`src/inc/sysctl_pkg.sv`:
```
// constants and types for the system control and block move execution unit
// assumes single-cycle on-chip memory with 16-bit words and read data one cycle after request
package sysctl_pkg;
	typedef enum logic [3:0] {
		nop_op, software_trap_op, exception_return_op, power_down_op,
		flag_load_op, flag_store_op, flag_and_immediate_op, flag_or_immediate_op,
		flag_xor_immediate_op, block_byte_move_op, block_word_move_op
	} op_type;
	// operand forms; mode_step is post-increment for loads, pre-decrement for stores
	typedef enum logic [2:0] {
		mode_imm, mode_reg, mode_ind, mode_disp16, mode_disp24, mode_step, mode_abs16, mode_abs24
	} mode_type;
	typedef struct packed {
		logic [7:0] flag;
		logic [23:0] pc;
		logic [31:0] pointer;
		logic [7:0] byte_reg;
		logic [15:0] count;
		logic [15:0] src;
		logic [15:0] dst;
	} result_type;
	localparam int STEP_WIDTH = 20;
	localparam logic [19:0] STATES_SHORT = 20'h00002;
	localparam logic [19:0] STATES_TRAP_NORMAL = 20'h0000E;
	localparam logic [19:0] STATES_TRAP_ADVANCED = 20'h00010;
	localparam logic [19:0] STATES_RETURN = 20'h0000A;
	localparam logic [19:0] STATES_MEM_IND = 20'h00006;
	localparam logic [19:0] STATES_MEM_DISP16 = 20'h00008;
	localparam logic [19:0] STATES_MEM_DISP24 = 20'h0000C;
	localparam logic [19:0] STATES_MEM_STEP = 20'h00008;
	localparam logic [19:0] STATES_MEM_ABS16 = 20'h00008;
	localparam logic [19:0] STATES_MEM_ABS24 = 20'h0000A;
	localparam logic [19:0] STATES_MOVE_BASE = 20'h00008;
	localparam logic [19:0] STATES_MOVE_LOOP_START = 20'h00004;
	localparam logic [31:0] POINTER_STEP = 32'h00000002;
	localparam logic [23:0] STACK_WORD = 24'h000002;
	localparam int I_FLAG_BIT = 7;
	// vector table base and stack reset are arbitrary defaults
	localparam logic [23:0] TRAP_VECTOR_BASE = 24'h000010;
	localparam logic [31:0] STACK_RESET = 32'h0000FF00;
endpackage : sysctl_pkg

```
`src/core/cpu_sysctl_and_block_move.sv`:
```
// execution unit for system control instructions and the counted block byte move
// assumes the decoder hands one instruction per command and memory answers reads next cycle
//
// Function
// (RL1) trap pushes pc then flags, loads pc from vector, sets mask; 14/16 states
// (RL2) exception return pops flags first, then pc; all flags restored; advanced mode restores pc with the two pushed words swapped
// (RL3) power-down enters sleep, leaves flags alone, takes 2 states
// (RL4) flag load from immediate, byte register or memory word in all address forms
// (RL5) post-increment flag load reads at pointer then adds 2 to it
// (RL6) flag store to byte register or memory word, flags unchanged
// (RL7) pre-decrement flag store subtracts 2 first, writes at updated pointer
// (RL8) byte-count move skips on zero count, else copies bytes until count is zero
// (RL9) word-count move does the same loop with the 16-bit count
// (RL10) block move takes 8 states plus 4 per byte moved
// (RL11) state counts hold for on-chip code and operands
// (RL12) flag and/or/xor with immediate update all flags; no-op adds 2 to pc
`timescale 1ns/1ps
module cpu_sysctl_and_block_move import sysctl_pkg::*; (
	input wire logic clk_i,
	input wire logic sys_rst_i,
	input wire logic cmd_valid_i,
	output logic cmd_ready_o,
	input wire op_type cmd_op_i,
	input wire mode_type cmd_mode_i,
	input wire logic cmd_advanced_i,
	input wire logic [7:0] cmd_imm_i,
	input wire logic [23:0] cmd_disp_i,
	input wire logic [31:0] cmd_pointer_i,
	input wire logic [15:0] cmd_count_i,
	input wire logic [15:0] cmd_src_i,
	input wire logic [15:0] cmd_dst_i,
	input wire logic wake_i,
	output logic mem_req_o,
	output logic mem_we_o,
	output logic mem_byte_o,
	output logic [23:0] mem_addr_o,
	output logic [15:0] mem_wdata_o,
	input wire logic [15:0] mem_rdata_i,
	output logic power_down_o,
	output logic [7:0] flag_o,
	output logic [23:0] pc_o,
	output logic [31:0] sp_o,
	output logic res_valid_o,
	input wire logic res_ready_i,
	output logic [7:0] res_flag_o,
	output logic [23:0] res_pc_o,
	output logic [31:0] res_pointer_o,
	output logic [7:0] res_byte_o,
	output logic [15:0] res_count_o,
	output logic [15:0] res_src_o,
	output logic [15:0] res_dst_o
);
	logic busy, adv, done, accept, wake_meta, wake_sync;
	logic [STEP_WIDTH-1:0] step, total, next_total;
	op_type op;
	mode_type mode;
	logic [7:0] imm, flag_register, byte_reg;
	logic [23:0] pc, ea, next_ea;
	logic [31:0] stack_pointer, pointer;
	logic [15:0] count, src, dst;
	result_type head, tail, entry;
	logic head_valid, tail_valid, next_head_valid, next_tail_valid;
	logic is_move, in_loop;
	logic [15:0] moved;

	assign accept = cmd_valid_i && cmd_ready_o;
	assign done = busy && (step == total - 20'h00001);
	assign is_move = (op == block_byte_move_op) || (op == block_word_move_op);
	assign in_loop = is_move && (step >= STATES_MOVE_LOOP_START)
		&& (step < total - STATES_MOVE_LOOP_START);

	always_comb begin
		case (cmd_mode_i)
			mode_disp16: next_ea = cmd_pointer_i[23:0] + {{8{cmd_disp_i[15]}}, cmd_disp_i[15:0]};
			mode_disp24: next_ea = cmd_pointer_i[23:0] + cmd_disp_i;
			mode_step: next_ea = (cmd_op_i == flag_store_op) ?
				cmd_pointer_i[23:0] - STACK_WORD : cmd_pointer_i[23:0]; // RL5 RL7
			mode_abs16: next_ea = {{8{cmd_disp_i[15]}}, cmd_disp_i[15:0]};
			mode_abs24: next_ea = cmd_disp_i;
			default: next_ea = cmd_pointer_i[23:0];
		endcase
	end

	// figures are for on-chip code and operands; slower memory would stretch them
	always_comb begin // RL11
		next_total = STATES_SHORT;
		case (cmd_op_i)
			software_trap_op: next_total = cmd_advanced_i ? STATES_TRAP_ADVANCED : STATES_TRAP_NORMAL; // RL1
			exception_return_op: next_total = STATES_RETURN;
			block_byte_move_op: next_total = STATES_MOVE_BASE + {10'h000, cmd_count_i[7:0], 2'h0}; // RL10
			block_word_move_op: next_total = STATES_MOVE_BASE + {2'h0, cmd_count_i, 2'h0}; // RL10
			flag_load_op, flag_store_op: begin
				case (cmd_mode_i)
					mode_ind: next_total = STATES_MEM_IND;
					mode_disp16: next_total = STATES_MEM_DISP16;
					mode_disp24: next_total = STATES_MEM_DISP24;
					mode_step: next_total = STATES_MEM_STEP;
					mode_abs16: next_total = STATES_MEM_ABS16;
					mode_abs24: next_total = STATES_MEM_ABS24;
					default: next_total = STATES_SHORT;
				endcase
			end
			default: next_total = STATES_SHORT;
		endcase
	end

	always_ff @(posedge clk_i) begin
		if (sys_rst_i) begin
			busy <= 1'b0;
			step <= '0;
			total <= STATES_SHORT;
			op <= nop_op;
			mode <= mode_imm;
			adv <= 1'b0;
			imm <= 8'h00;
			ea <= 24'h000000;
		end else if (accept) begin
			busy <= 1'b1;
			step <= '0;
			total <= next_total;
			op <= cmd_op_i;
			mode <= cmd_mode_i;
			adv <= cmd_advanced_i;
			imm <= cmd_imm_i;
			ea <= next_ea;
		end else if (done) begin
			busy <= 1'b0;
		end else if (busy) begin
			step <= step + 20'h00001;
		end
	end

	// wake arrives from a pin, so it is synchronised before use
	always_ff @(posedge clk_i) begin
		if (sys_rst_i) begin
			wake_meta <= 1'b0;
			wake_sync <= 1'b0;
			power_down_o <= 1'b0;
		end else begin
			wake_meta <= wake_i;
			wake_sync <= wake_meta;
			if (busy && op == power_down_op && step == 20'h00000)
				power_down_o <= 1'b1; // RL3
			else if (wake_sync)
				power_down_o <= 1'b0;
		end
	end

	always_ff @(posedge clk_i) begin
		if (sys_rst_i) begin
			flag_register <= 8'h80;
			pc <= 24'h000000;
			stack_pointer <= STACK_RESET;
		end else if (busy) begin
			case (op)
				software_trap_op: begin
					if (step == 20'h00008) begin
						flag_register[I_FLAG_BIT] <= 1'b1; // RL1
						if (adv) pc[23:16] <= mem_rdata_i[7:0];
						else pc[15:0] <= mem_rdata_i; // RL1
					end
					if (adv && step == 20'h0000A) pc[15:0] <= mem_rdata_i;
					if (done) stack_pointer <= stack_pointer - (adv ? 32'h6 : 32'h4);
				end
				exception_return_op: begin
					if (step == 20'h00002) flag_register <= mem_rdata_i[15:8]; // RL2
					if (step == 20'h00004) begin
						if (adv) pc[23:16] <= mem_rdata_i[7:0];
						else pc[15:0] <= mem_rdata_i; // RL2
					end
					if (adv && step == 20'h00006) pc[15:0] <= mem_rdata_i;
					if (done) stack_pointer <= stack_pointer + (adv ? 32'h6 : 32'h4);
				end
				flag_load_op: begin
					if (step == 20'h00000 && (mode == mode_imm || mode == mode_reg))
						flag_register <= imm; // RL4
					if (step == 20'h00002 && mode != mode_imm && mode != mode_reg)
						flag_register <= mem_rdata_i[15:8]; // RL4
				end
				flag_and_immediate_op: if (step == 20'h00000) flag_register <= flag_register & imm; // RL12
				flag_or_immediate_op: if (step == 20'h00000) flag_register <= flag_register | imm; // RL12
				flag_xor_immediate_op: if (step == 20'h00000) flag_register <= flag_register ^ imm; // RL12
				nop_op: if (step == 20'h00000) pc <= pc + 24'h000002; // RL12
				default: ;
			endcase
		end
	end

	// memory requests are registered, so read data is captured two edges after issue
	always_ff @(posedge clk_i) begin
		if (sys_rst_i) begin
			mem_req_o <= 1'b0;
			mem_we_o <= 1'b0;
			mem_byte_o <= 1'b0;
			mem_addr_o <= 24'h000000;
			mem_wdata_o <= 16'h0000;
		end else begin
			mem_req_o <= 1'b0;
			mem_we_o <= 1'b0;
			mem_byte_o <= 1'b0;
			if (busy) begin
				case (op)
					software_trap_op: begin
						if (step == 20'h00000) begin // RL1
							mem_req_o <= 1'b1;
							mem_we_o <= 1'b1;
							mem_addr_o <= stack_pointer[23:0] - STACK_WORD;
							mem_wdata_o <= adv ? {8'h00, pc[23:16]} : pc[15:0];
						end
						if (adv && step == 20'h00002) begin
							mem_req_o <= 1'b1;
							mem_we_o <= 1'b1;
							mem_addr_o <= stack_pointer[23:0] - 24'h000004;
							mem_wdata_o <= pc[15:0];
						end
						if (step == 20'h00004) begin // RL1
							mem_req_o <= 1'b1;
							mem_we_o <= 1'b1;
							mem_addr_o <= stack_pointer[23:0] - (adv ? 24'h000006 : 24'h000004);
							mem_wdata_o <= {flag_register, flag_register};
						end
						if (step == 20'h00006 || (adv && step == 20'h00008)) begin
							mem_req_o <= 1'b1;
							mem_addr_o <= TRAP_VECTOR_BASE + {20'h00000, imm[1:0], 2'h0}
								+ ((step == 20'h00008) ? STACK_WORD : 24'h000000);
						end
					end
					exception_return_op: begin
						if (step == 20'h00000 || step == 20'h00002 || (adv && step == 20'h00004)) begin
							mem_req_o <= 1'b1; // RL2
							mem_addr_o <= stack_pointer[23:0] + {20'h00000, step[3:0]};
						end
					end
					flag_load_op: if (step == 20'h00000 && mode != mode_imm && mode != mode_reg) begin
						mem_req_o <= 1'b1; // RL5
						mem_addr_o <= ea;
					end
					flag_store_op: if (step == 20'h00000 && mode != mode_imm && mode != mode_reg) begin
						mem_req_o <= 1'b1; // RL6
						mem_we_o <= 1'b1;
						mem_addr_o <= ea; // RL7
						mem_wdata_o <= {flag_register, flag_register};
					end
					default: if (in_loop && step[1:0] == 2'h0) begin
						mem_req_o <= 1'b1; // RL8 RL9
						mem_byte_o <= 1'b1;
						mem_addr_o <= {8'h00, src};
					end else if (in_loop && step[1:0] == 2'h2) begin
						mem_req_o <= 1'b1;
						mem_we_o <= 1'b1;
						mem_byte_o <= 1'b1;
						mem_addr_o <= {8'h00, dst};
						mem_wdata_o <= {8'h00, mem_rdata_i[7:0]};
					end
				endcase
			end
		end
	end

	always_ff @(posedge clk_i) begin
		if (sys_rst_i) begin
			pointer <= 32'h00000000;
			count <= 16'h0000;
			src <= 16'h0000;
			dst <= 16'h0000;
			byte_reg <= 8'h00;
			moved <= 16'h0000;
		end else if (accept) begin
			pointer <= cmd_pointer_i;
			count <= cmd_count_i;
			src <= cmd_src_i;
			dst <= cmd_dst_i;
			moved <= 16'h0000;
		end else if (busy) begin
			if (step == 20'h00000 && mode == mode_step && op == flag_load_op)
				pointer <= pointer + POINTER_STEP; // RL5
			if (step == 20'h00000 && mode == mode_step && op == flag_store_op)
				pointer <= pointer - POINTER_STEP; // RL7
			if (step == 20'h00000 && mode == mode_reg && op == flag_store_op)
				byte_reg <= flag_register; // RL6
			if (in_loop && step[1:0] == 2'h3) begin
				src <= src + 16'h0001; // RL8
				dst <= dst + 16'h0001;
				moved <= moved + 16'h0001;
				if (op == block_byte_move_op) count[7:0] <= count[7:0] - 8'h01; // RL8
				else count <= count - 16'h0001; // RL9
			end
		end
	end

	// two-entry result buffer: head feeds the ports directly, tail absorbs one stall
	assign entry = '{flag: flag_register, pc: pc, pointer: pointer, byte_reg: byte_reg,
		count: count, src: src, dst: dst};
	always_comb begin
		next_head_valid = head_valid;
		next_tail_valid = tail_valid;
		if (res_valid_o && res_ready_i) begin
			next_head_valid = tail_valid || done;
			next_tail_valid = tail_valid && done;
		end else if (done) begin
			next_head_valid = 1'b1;
			next_tail_valid = head_valid;
		end
	end

	always_ff @(posedge clk_i) begin
		if (sys_rst_i) begin
			head_valid <= 1'b0;
			tail_valid <= 1'b0;
			head <= '0;
			tail <= '0;
			cmd_ready_o <= 1'b0;
		end else begin
			head_valid <= next_head_valid;
			tail_valid <= next_tail_valid;
			if (res_valid_o && res_ready_i) begin
				head <= tail_valid ? tail : entry;
				if (tail_valid && done) tail <= entry;
			end else if (done) begin
				if (head_valid) tail <= entry;
				else head <= entry;
			end
			// one instruction in flight and a free slot keep the buffer from overflowing
			cmd_ready_o <= !next_tail_valid && !accept && (!busy || done) && !power_down_o;
		end
	end

	assign res_valid_o = head_valid;
	assign res_flag_o = head.flag;
	assign res_pc_o = head.pc;
	assign res_pointer_o = head.pointer;
	assign res_byte_o = head.byte_reg;
	assign res_count_o = head.count;
	assign res_src_o = head.src;
	assign res_dst_o = head.dst;
	assign flag_o = flag_register;
	assign pc_o = pc;
	assign sp_o = stack_pointer;
endmodule : cpu_sysctl_and_block_move

```
`config.mk`:
```
export PLATFORM = sky130hd
export DESIGN_NAME = cpu_sysctl_and_block_move
export DESIGN_NICKNAME = d
export VERILOG_FILES = /design/src/inc/sysctl_pkg.sv /design/src/core/cpu_sysctl_and_block_move.sv
export SDC_FILE = /design/constraint.sdc
export NUM_CORES = 2
export LEC_CHECK = 0
export ABC_CLOCK_PERIOD_IN_PS = 8250
export BUFFER_PORTS_ARGS = -buffer_cell sky130_fd_sc_hd__buf_2
export CAP_MARGIN = 5
export CORE_MARGIN = 3
export CORE_UTILIZATION = 64
export CTS_CLUSTER_DIAMETER = 40
export DETAILED_ROUTE_END_ITERATION = 7
export PLACE_DENSITY = 0.86
export SLEW_MARGIN = 20
export SYNTH_ARGS = -nofsm -noshare
export SYNTH_HDL_FRONTEND = slang
export SYNTH_SLANG_ARGS = --single-unit
```
`constraint.sdc`:
```
create_clock -name clk_i -period 8.25 [get_ports clk_i]
set_input_delay 0.4125 -clock clk_i [delete_from_list [all_inputs] [get_ports clk_i]]
set_output_delay 0.4125 -clock clk_i [all_outputs]
set_load 0.005 [all_outputs]
```
# After elaboration in Yosys (flattened, before gate mapping)
# Index checks and enable logic that the tools add are counted.
totals:
  romBits: 0
  ramBits: 0
  word_cells: 296
  n_memories: 0
  latchBits: 0
  input_bits: 141
  regBits: 522
op_classes:
  addsub: 23
  mux: 87
  n_lt_le_gt_ge: 2
  mul: 0
  bitwise_logic: 7
  div_mod_pow: 0
  shift: 0
  reduce_logical: 79
  n_eq_ne: 54
ops:
  columns: ["op", "count"]
  rows:
  - ["120-bit 2-to-1 mux", 8]
  - ["16-bit 2-to-1 mux", 19]
  - ["24-bit 2-to-1 mux", 12]
  - ["32-bit 2-to-1 mux", 6]
  - ["24-bit case mux with 3 select lines", 2]
  - ["24-bit case mux with 5 select lines", 1]
  - ["19-bit case mux with 5 select lines", 1]
  - ["8-bit 2-to-1 mux", 9]
  - ["32-bit case mux with 2 select lines", 1]
  - ["24-bit adder", 2]
  - ["16-bit case mux with 3 select lines", 1]
  - ["24-bit by 2-bit subtractor with 24-bit output, second input constant", 2]
  - ["20-bit by 3-bit == test with 1-bit output, second input constant", 2]
  - ["20-bit by 4-bit == test with 1-bit output, second input constant", 2]
  - ["7-bit case mux with 5 select lines", 1]
  - ["16-bit by 1-bit adder with 16-bit output, second input constant", 2]
  - ["32-bit by 2-bit adder with 32-bit output, second input constant", 1]
  - ["32-bit by 3-bit adder with 32-bit output", 1]
  - ["32-bit by 2-bit subtractor with 32-bit output, second input constant", 1]
  - ["32-bit subtractor", 1]
  - ["1-bit logical AND", 29]
  - ["24-bit by 2-bit adder with 24-bit output, second input constant", 1]
  - ["24-bit by 4-bit adder with 24-bit output", 1]
  - ["4-bit by 3-bit == test with 1-bit output, second input constant", 6]
  - ["other kinds (58)", 140]

# Logic depth before layout (Yosys ltp)
logic_depth:
  word_depth: 9
  ltp_mapped: 17

# Worst setup path before layout
# Ideal clock, no wire load.
synth_path:
  path_type: "flip-flop to flip-flop"
  from: "register step[8]"
  to: "register pointer[30]"
  arrival_ns: 5.171
  stages_incl_launch_ff: 16
  period_less_slack_ns: 5.245
  required_ns: 8.176
  slack_ns: 3.005
  setup_ns: 0.074
  path_cell_list: "dfxtp_1 clkbuf_1 or4_1 nor4b_2 and3_1 nand4_1 inv_1 ha_1 a2111o_1 o221a_2 or2_2 a2111oi_0 o21bai_1 a211oi_1 nand4b_1 a31oi_1"
synth_via:
  elab_chain_len: 6
synth_lines:
  columns: ["element", "line_no", "rtl"]
  rows:
  - ["from (decl)", "cpu_sysctl_and_block_move.sv:54", "logic [STEP_WIDTH-1:0] step, total, next_total;"]
  - ["from (signal assigned)", "cpu_sysctl_and_block_move.sv:129", "step <= step + 20'h00001;"]
  - ["20-bit zero test *", "cpu_sysctl_and_block_move.sv:275, cpu_sysctl_and_block_move.sv:277", null]
  - ["1-bit logical AND *", "cpu_sysctl_and_block_move.sv:275, cpu_sysctl_and_block_move.sv:277", null]
  - ["1-bit logical AND", "cpu_sysctl_and_block_move.sv:277", "if (step == 20'h00000 && mode == mode_step && op == flag_store_op)"]
  - ["32-bit 2-to-1 mux", "cpu_sysctl_and_block_move.sv:277", null]
  - ["32-bit 2-to-1 mux", "cpu_sysctl_and_block_move.sv:274", "end else if (busy) begin"]
  - ["32-bit 2-to-1 mux", "cpu_sysctl_and_block_move.sv:268", "end else if (accept) begin"]
  - ["to (signal assigned)", "cpu_sysctl_and_block_move.sv:269", "pointer <= cmd_pointer_i;"]
  - ["to (signal assigned)", "cpu_sysctl_and_block_move.sv:276", "pointer <= pointer + POINTER_STEP;"]
  - ["to (signal assigned)", "cpu_sysctl_and_block_move.sv:278", "pointer <= pointer - POINTER_STEP;"]
  - ["to (decl)", "cpu_sysctl_and_block_move.sv:59", "logic [31:0] stack_pointer, pointer;"]
# Mark *: on every way between the ends. The rest lies on a longest branch, timed or not. The select of a mux whose other input is x is not followed.
# A chain may end at the register's enable or synchronous reset.

# Final worst setup path
layout_path:
  from: "register step[18]"
  to: "register pointer[30]"
# The elaborated chain is that of the path after synthesis.

==> flow_summary.ini <==
[outcome]
outcome = complete, no violations

[grt]
grt_first_pass_wirelength_um = 168500
first_global_vias = 29280
grt_overflow_total = 0
track_usage_pct = 40.26
antenna_found_initial = 15
grt_start_max_net_pins = 230

[clock_tree]
cts_buffer_depth = 3
cts_made_buffers = 77
clk_transition_reported_paths_ns = 0.06
insertion_delay_ns = 0.65
cts.sink_count = 519
clock_tree_from_tritoncts = done
clk_root_buffer_cell = sky130_fd_sc_hd__clkbuf_16
post_cts_buffers = 0
cts.repair.resized = 0
hold_buffers = 11
htreeDepth = 3

[finish]
fillCellCount = 3669
layoutNonFillerInstCount = 4923
areaGrowthSynthToFinish_pct = 15.02
non_filler_cell_area_final_mm2 = 0.03628
registers.top_by_ff_count = tail
number_of_flip_flops_under_the_largest_register_name = 120
nets_finish = 4472
layout_commonest_cell = sky130_fd_sc_hd__nand2_1
drive_gt1_share_pct = 16.72
mostFrequentLayoutCells = sky130_fd_sc_hd__nand2_1, sky130_fd_sc_hd__dfxtp_1, sky130_fd_sc_hd__nor2_1

[critical_path]
cp_slowest_stage_delay_ns = 0.95
r2r_cells = 16
start_kind = register
timing.critical_path.slowest_stage_cell = sky130_fd_sc_hd__inv_1
slack_of_the_worst_reg_to_reg_path_ns = 2.13
timing.critical_path.arrival_ns = 6.67
critical_path_capture_point_type = register
timing.rr.end = pointer[30]
top_fanout_value_on_the_critical_path = 29
critPathRequiredTime_ns = 8.81
crit_path_cell_trace = or4_1 -> nor4b_2 -> and3_1 -> nand4_1 -> inv_1 -> ha_1 -> a21oi_1 -> o211ai_1 -> o221a_2 -> or2_2 -> a2111oi_0 -> buf_4 -> o21bai_1 -> a211oi_1 -> nand4b_1 -> a31oi_1
worst_r2r_startpoint = step[18]
crit_type = register to register

[sta]
grt_setup_unrepaired = no
hold_violation_total_from_the_final_report = 0
worst_slew_margin_rel_pct = 22.26
min_period_ns = 6.116
setup_viol = 0
finalClockSkew_ns = 0.04279
fin_setup_tns_ns = 0
final-max-slew-violation-count = 0
worst_pin_slew_ns = 1.166
layout_worst_path_cycle_share_pct = 74.14
clock.fmax_ghz = 0.1635

[worst_hold_path]
hp-start = cmd_imm_i[6]
timing.hold.worst_endpoint = imm[6]
min_path_type = primary input to register
hold_depth = 3

[place]
port_buffers = 369
dpl_cell_area_mm2 = 0.03335
dp.cells = 4757
place.detailed.hpwl_um = 76740
routabilityCongestion = 1.018

[routing]
detail_route.vias_per_cell = 6.623
initialDrtViolationCount = 4986
dr_total_vias = 32610
postRouteAntennaNets = 0
routed_wirelength_um = 111200
wire_per_inst_um = 22.58
drc = 0
detailedRoute.firstPassIterationCount = 6

[logic_synthesis]
netlist_area_mm2 = 0.03155
async_reset_ff_share_pct = 0
post_synth_main_area_contributors = sky130_fd_sc_hd__dfxtp_1, sky130_fd_sc_hd__nand2_1, sky130_fd_sc_hd__a21oi_1, sky130_fd_sc_hd__ha_1, sky130_fd_sc_hd__mux2i_1
syn_avg_cell_area_um2 = 7.908
yosys.area.top_type = sky130_fd_sc_hd__dfxtp_1
post_synth_num_cell_types = 89
synthesis.nets = 4270
seq_area_frac_synth_pct = 32.94
yosys_register_bits = 519
synthFlopType = sky130_fd_sc_hd__dfxtp_1
synth_top_area_share_pct = 32.94
ys.warnings.count = 0
syn_inst = 3989
synth_enable_flop_cells = 0

[power_and_ir_drop]
p_per_area_mw_per_mm2 = 192.8
total_leakage_power_nw = 14.98
max-vdd-ir-drop_v = 0.0001510

[die]
fp.coreArea_mm2 = 0.04825
io-pin-count = 371
die_x_um = 228.0
die_area_mm2 = 0.05199
fp-row-count = 80
initial_core_utilization_pct = 65.38
dieHeight_um = 228.0

[job]
timing.max_cap.violations = 0
-- worst max path at each step --
stage / cells past startpoint / startpoint / end
6_report: 16 / step[18] / pointer[30]
5_1_grt: 16 / step[8] / pointer[30]
4_1_cts: 15 / step[8] / pointer[30]
3_5_place_dp: 15 / step[8] / pointer[30]
3_3_place_gp: 15 / step[8] / pointer[30]
2_1_floorplan: 15 / step[8] / pointer[30]
-- area by class of cell --
class                      count  area [um2]  share of cell area [%]
tap                          656       820.8                   2.262
antenna                       14       35.03                 0.09656
timing repair buffer         414        2235                   6.159
clock inverter                47       665.6                   1.835
clock buffer                  94        2112                   5.821
multi-input combinational   3108       19760                   54.46
sequential                   519       10390                   28.64
inverter                      71       266.5                  0.7345
-- cell families (layout without fill, tap and decap cells) --
group           count (synthesis)  count (layout)  share of synthesized area (%)
simple gates                 1465            1465                          20.93
compound gates               1114            1114                          24.17
flops                         519             519                          32.94
buf+inv                       362             626                          4.704
xor+xnor                      203             203                          5.684
mux                           185             185                          5.934
fa+ha+maj                     140             140                          5.624
other cells                     1              15                        0.01189
-- per-stage QoR --
step           util, %  total power [W]  hold slack, ns  setup WS [ns]
2_1_floorplan        -         0.003221          0.4138          3.005
3_3_place_gp     69.12         0.003495          0.4363          2.409
3_5_place_dp     69.12         0.003507          0.4423          2.297
4_1_cts          75.11         0.006963        0.008833          2.288
5_1_grt          75.20         0.007167         0.02115          1.803
6_report         75.20         0.006994         0.01522          2.134
-- worst max-delay path, delay by kind of cell, from the launching register on --
family                   cells  cell delay (ns)
buffers and inverters        2             1.15
adder cells (fa/ha/maj)      1             0.39
AND/OR/NAND/NOR              6             2.30
flip-flops                   1             0.45
AO/OA/AOI/OAI                7             1.69
-- report_power, final --
| part | leakage (nW) | internal, W | switching, W |
|---|---|---|---|
| Sequential | 4.20 | 0.00257 | 0.000105 |
| Combinational | 9.45 | 0.000298 | 0.000529 |
| Clock | 1.34 | 0.00215 | 0.00134 |
-- synthesized netlist by cell type (28+ instances only) --
master,instances
sky130_fd_sc_hd__buf_2,31
sky130_fd_sc_hd__nor4_1,35
sky130_fd_sc_hd__or3_1,28
sky130_fd_sc_hd__nor3_1,102
sky130_fd_sc_hd__mux2i_1,169
sky130_fd_sc_hd__nor2_1,429
sky130_fd_sc_hd__nor2b_1,32
sky130_fd_sc_hd__nand2_1,561
sky130_fd_sc_hd__clkbuf_1,222
sky130_fd_sc_hd__nand4_1,37
sky130_fd_sc_hd__xor2_1,76
sky130_fd_sc_hd__inv_1,69
sky130_fd_sc_hd__nand3_1,95
sky130_fd_sc_hd__a311oi_1,29
sky130_fd_sc_hd__a31oi_1,39
sky130_fd_sc_hd__o22ai_1,28
sky130_fd_sc_hd__a21o_1,39
sky130_fd_sc_hd__a211oi_2,80
sky130_fd_sc_hd__a211oi_1,84
sky130_fd_sc_hd__a21oi_1,364
sky130_fd_sc_hd__o21ai_0,182
sky130_fd_sc_hd__dfxtp_1,519
sky130_fd_sc_hd__xnor2_1,126
sky130_fd_sc_hd__and3_1,36
sky130_fd_sc_hd__ha_1,137
-- per-layer routing --
metal,share of wire (%),global-route usage [%]
met5,0.012,0
met2,44,60.63
met1,39,55.40
met3,12,7.759
met4,5.3,19.73
(Power assumes the default switching activity.)
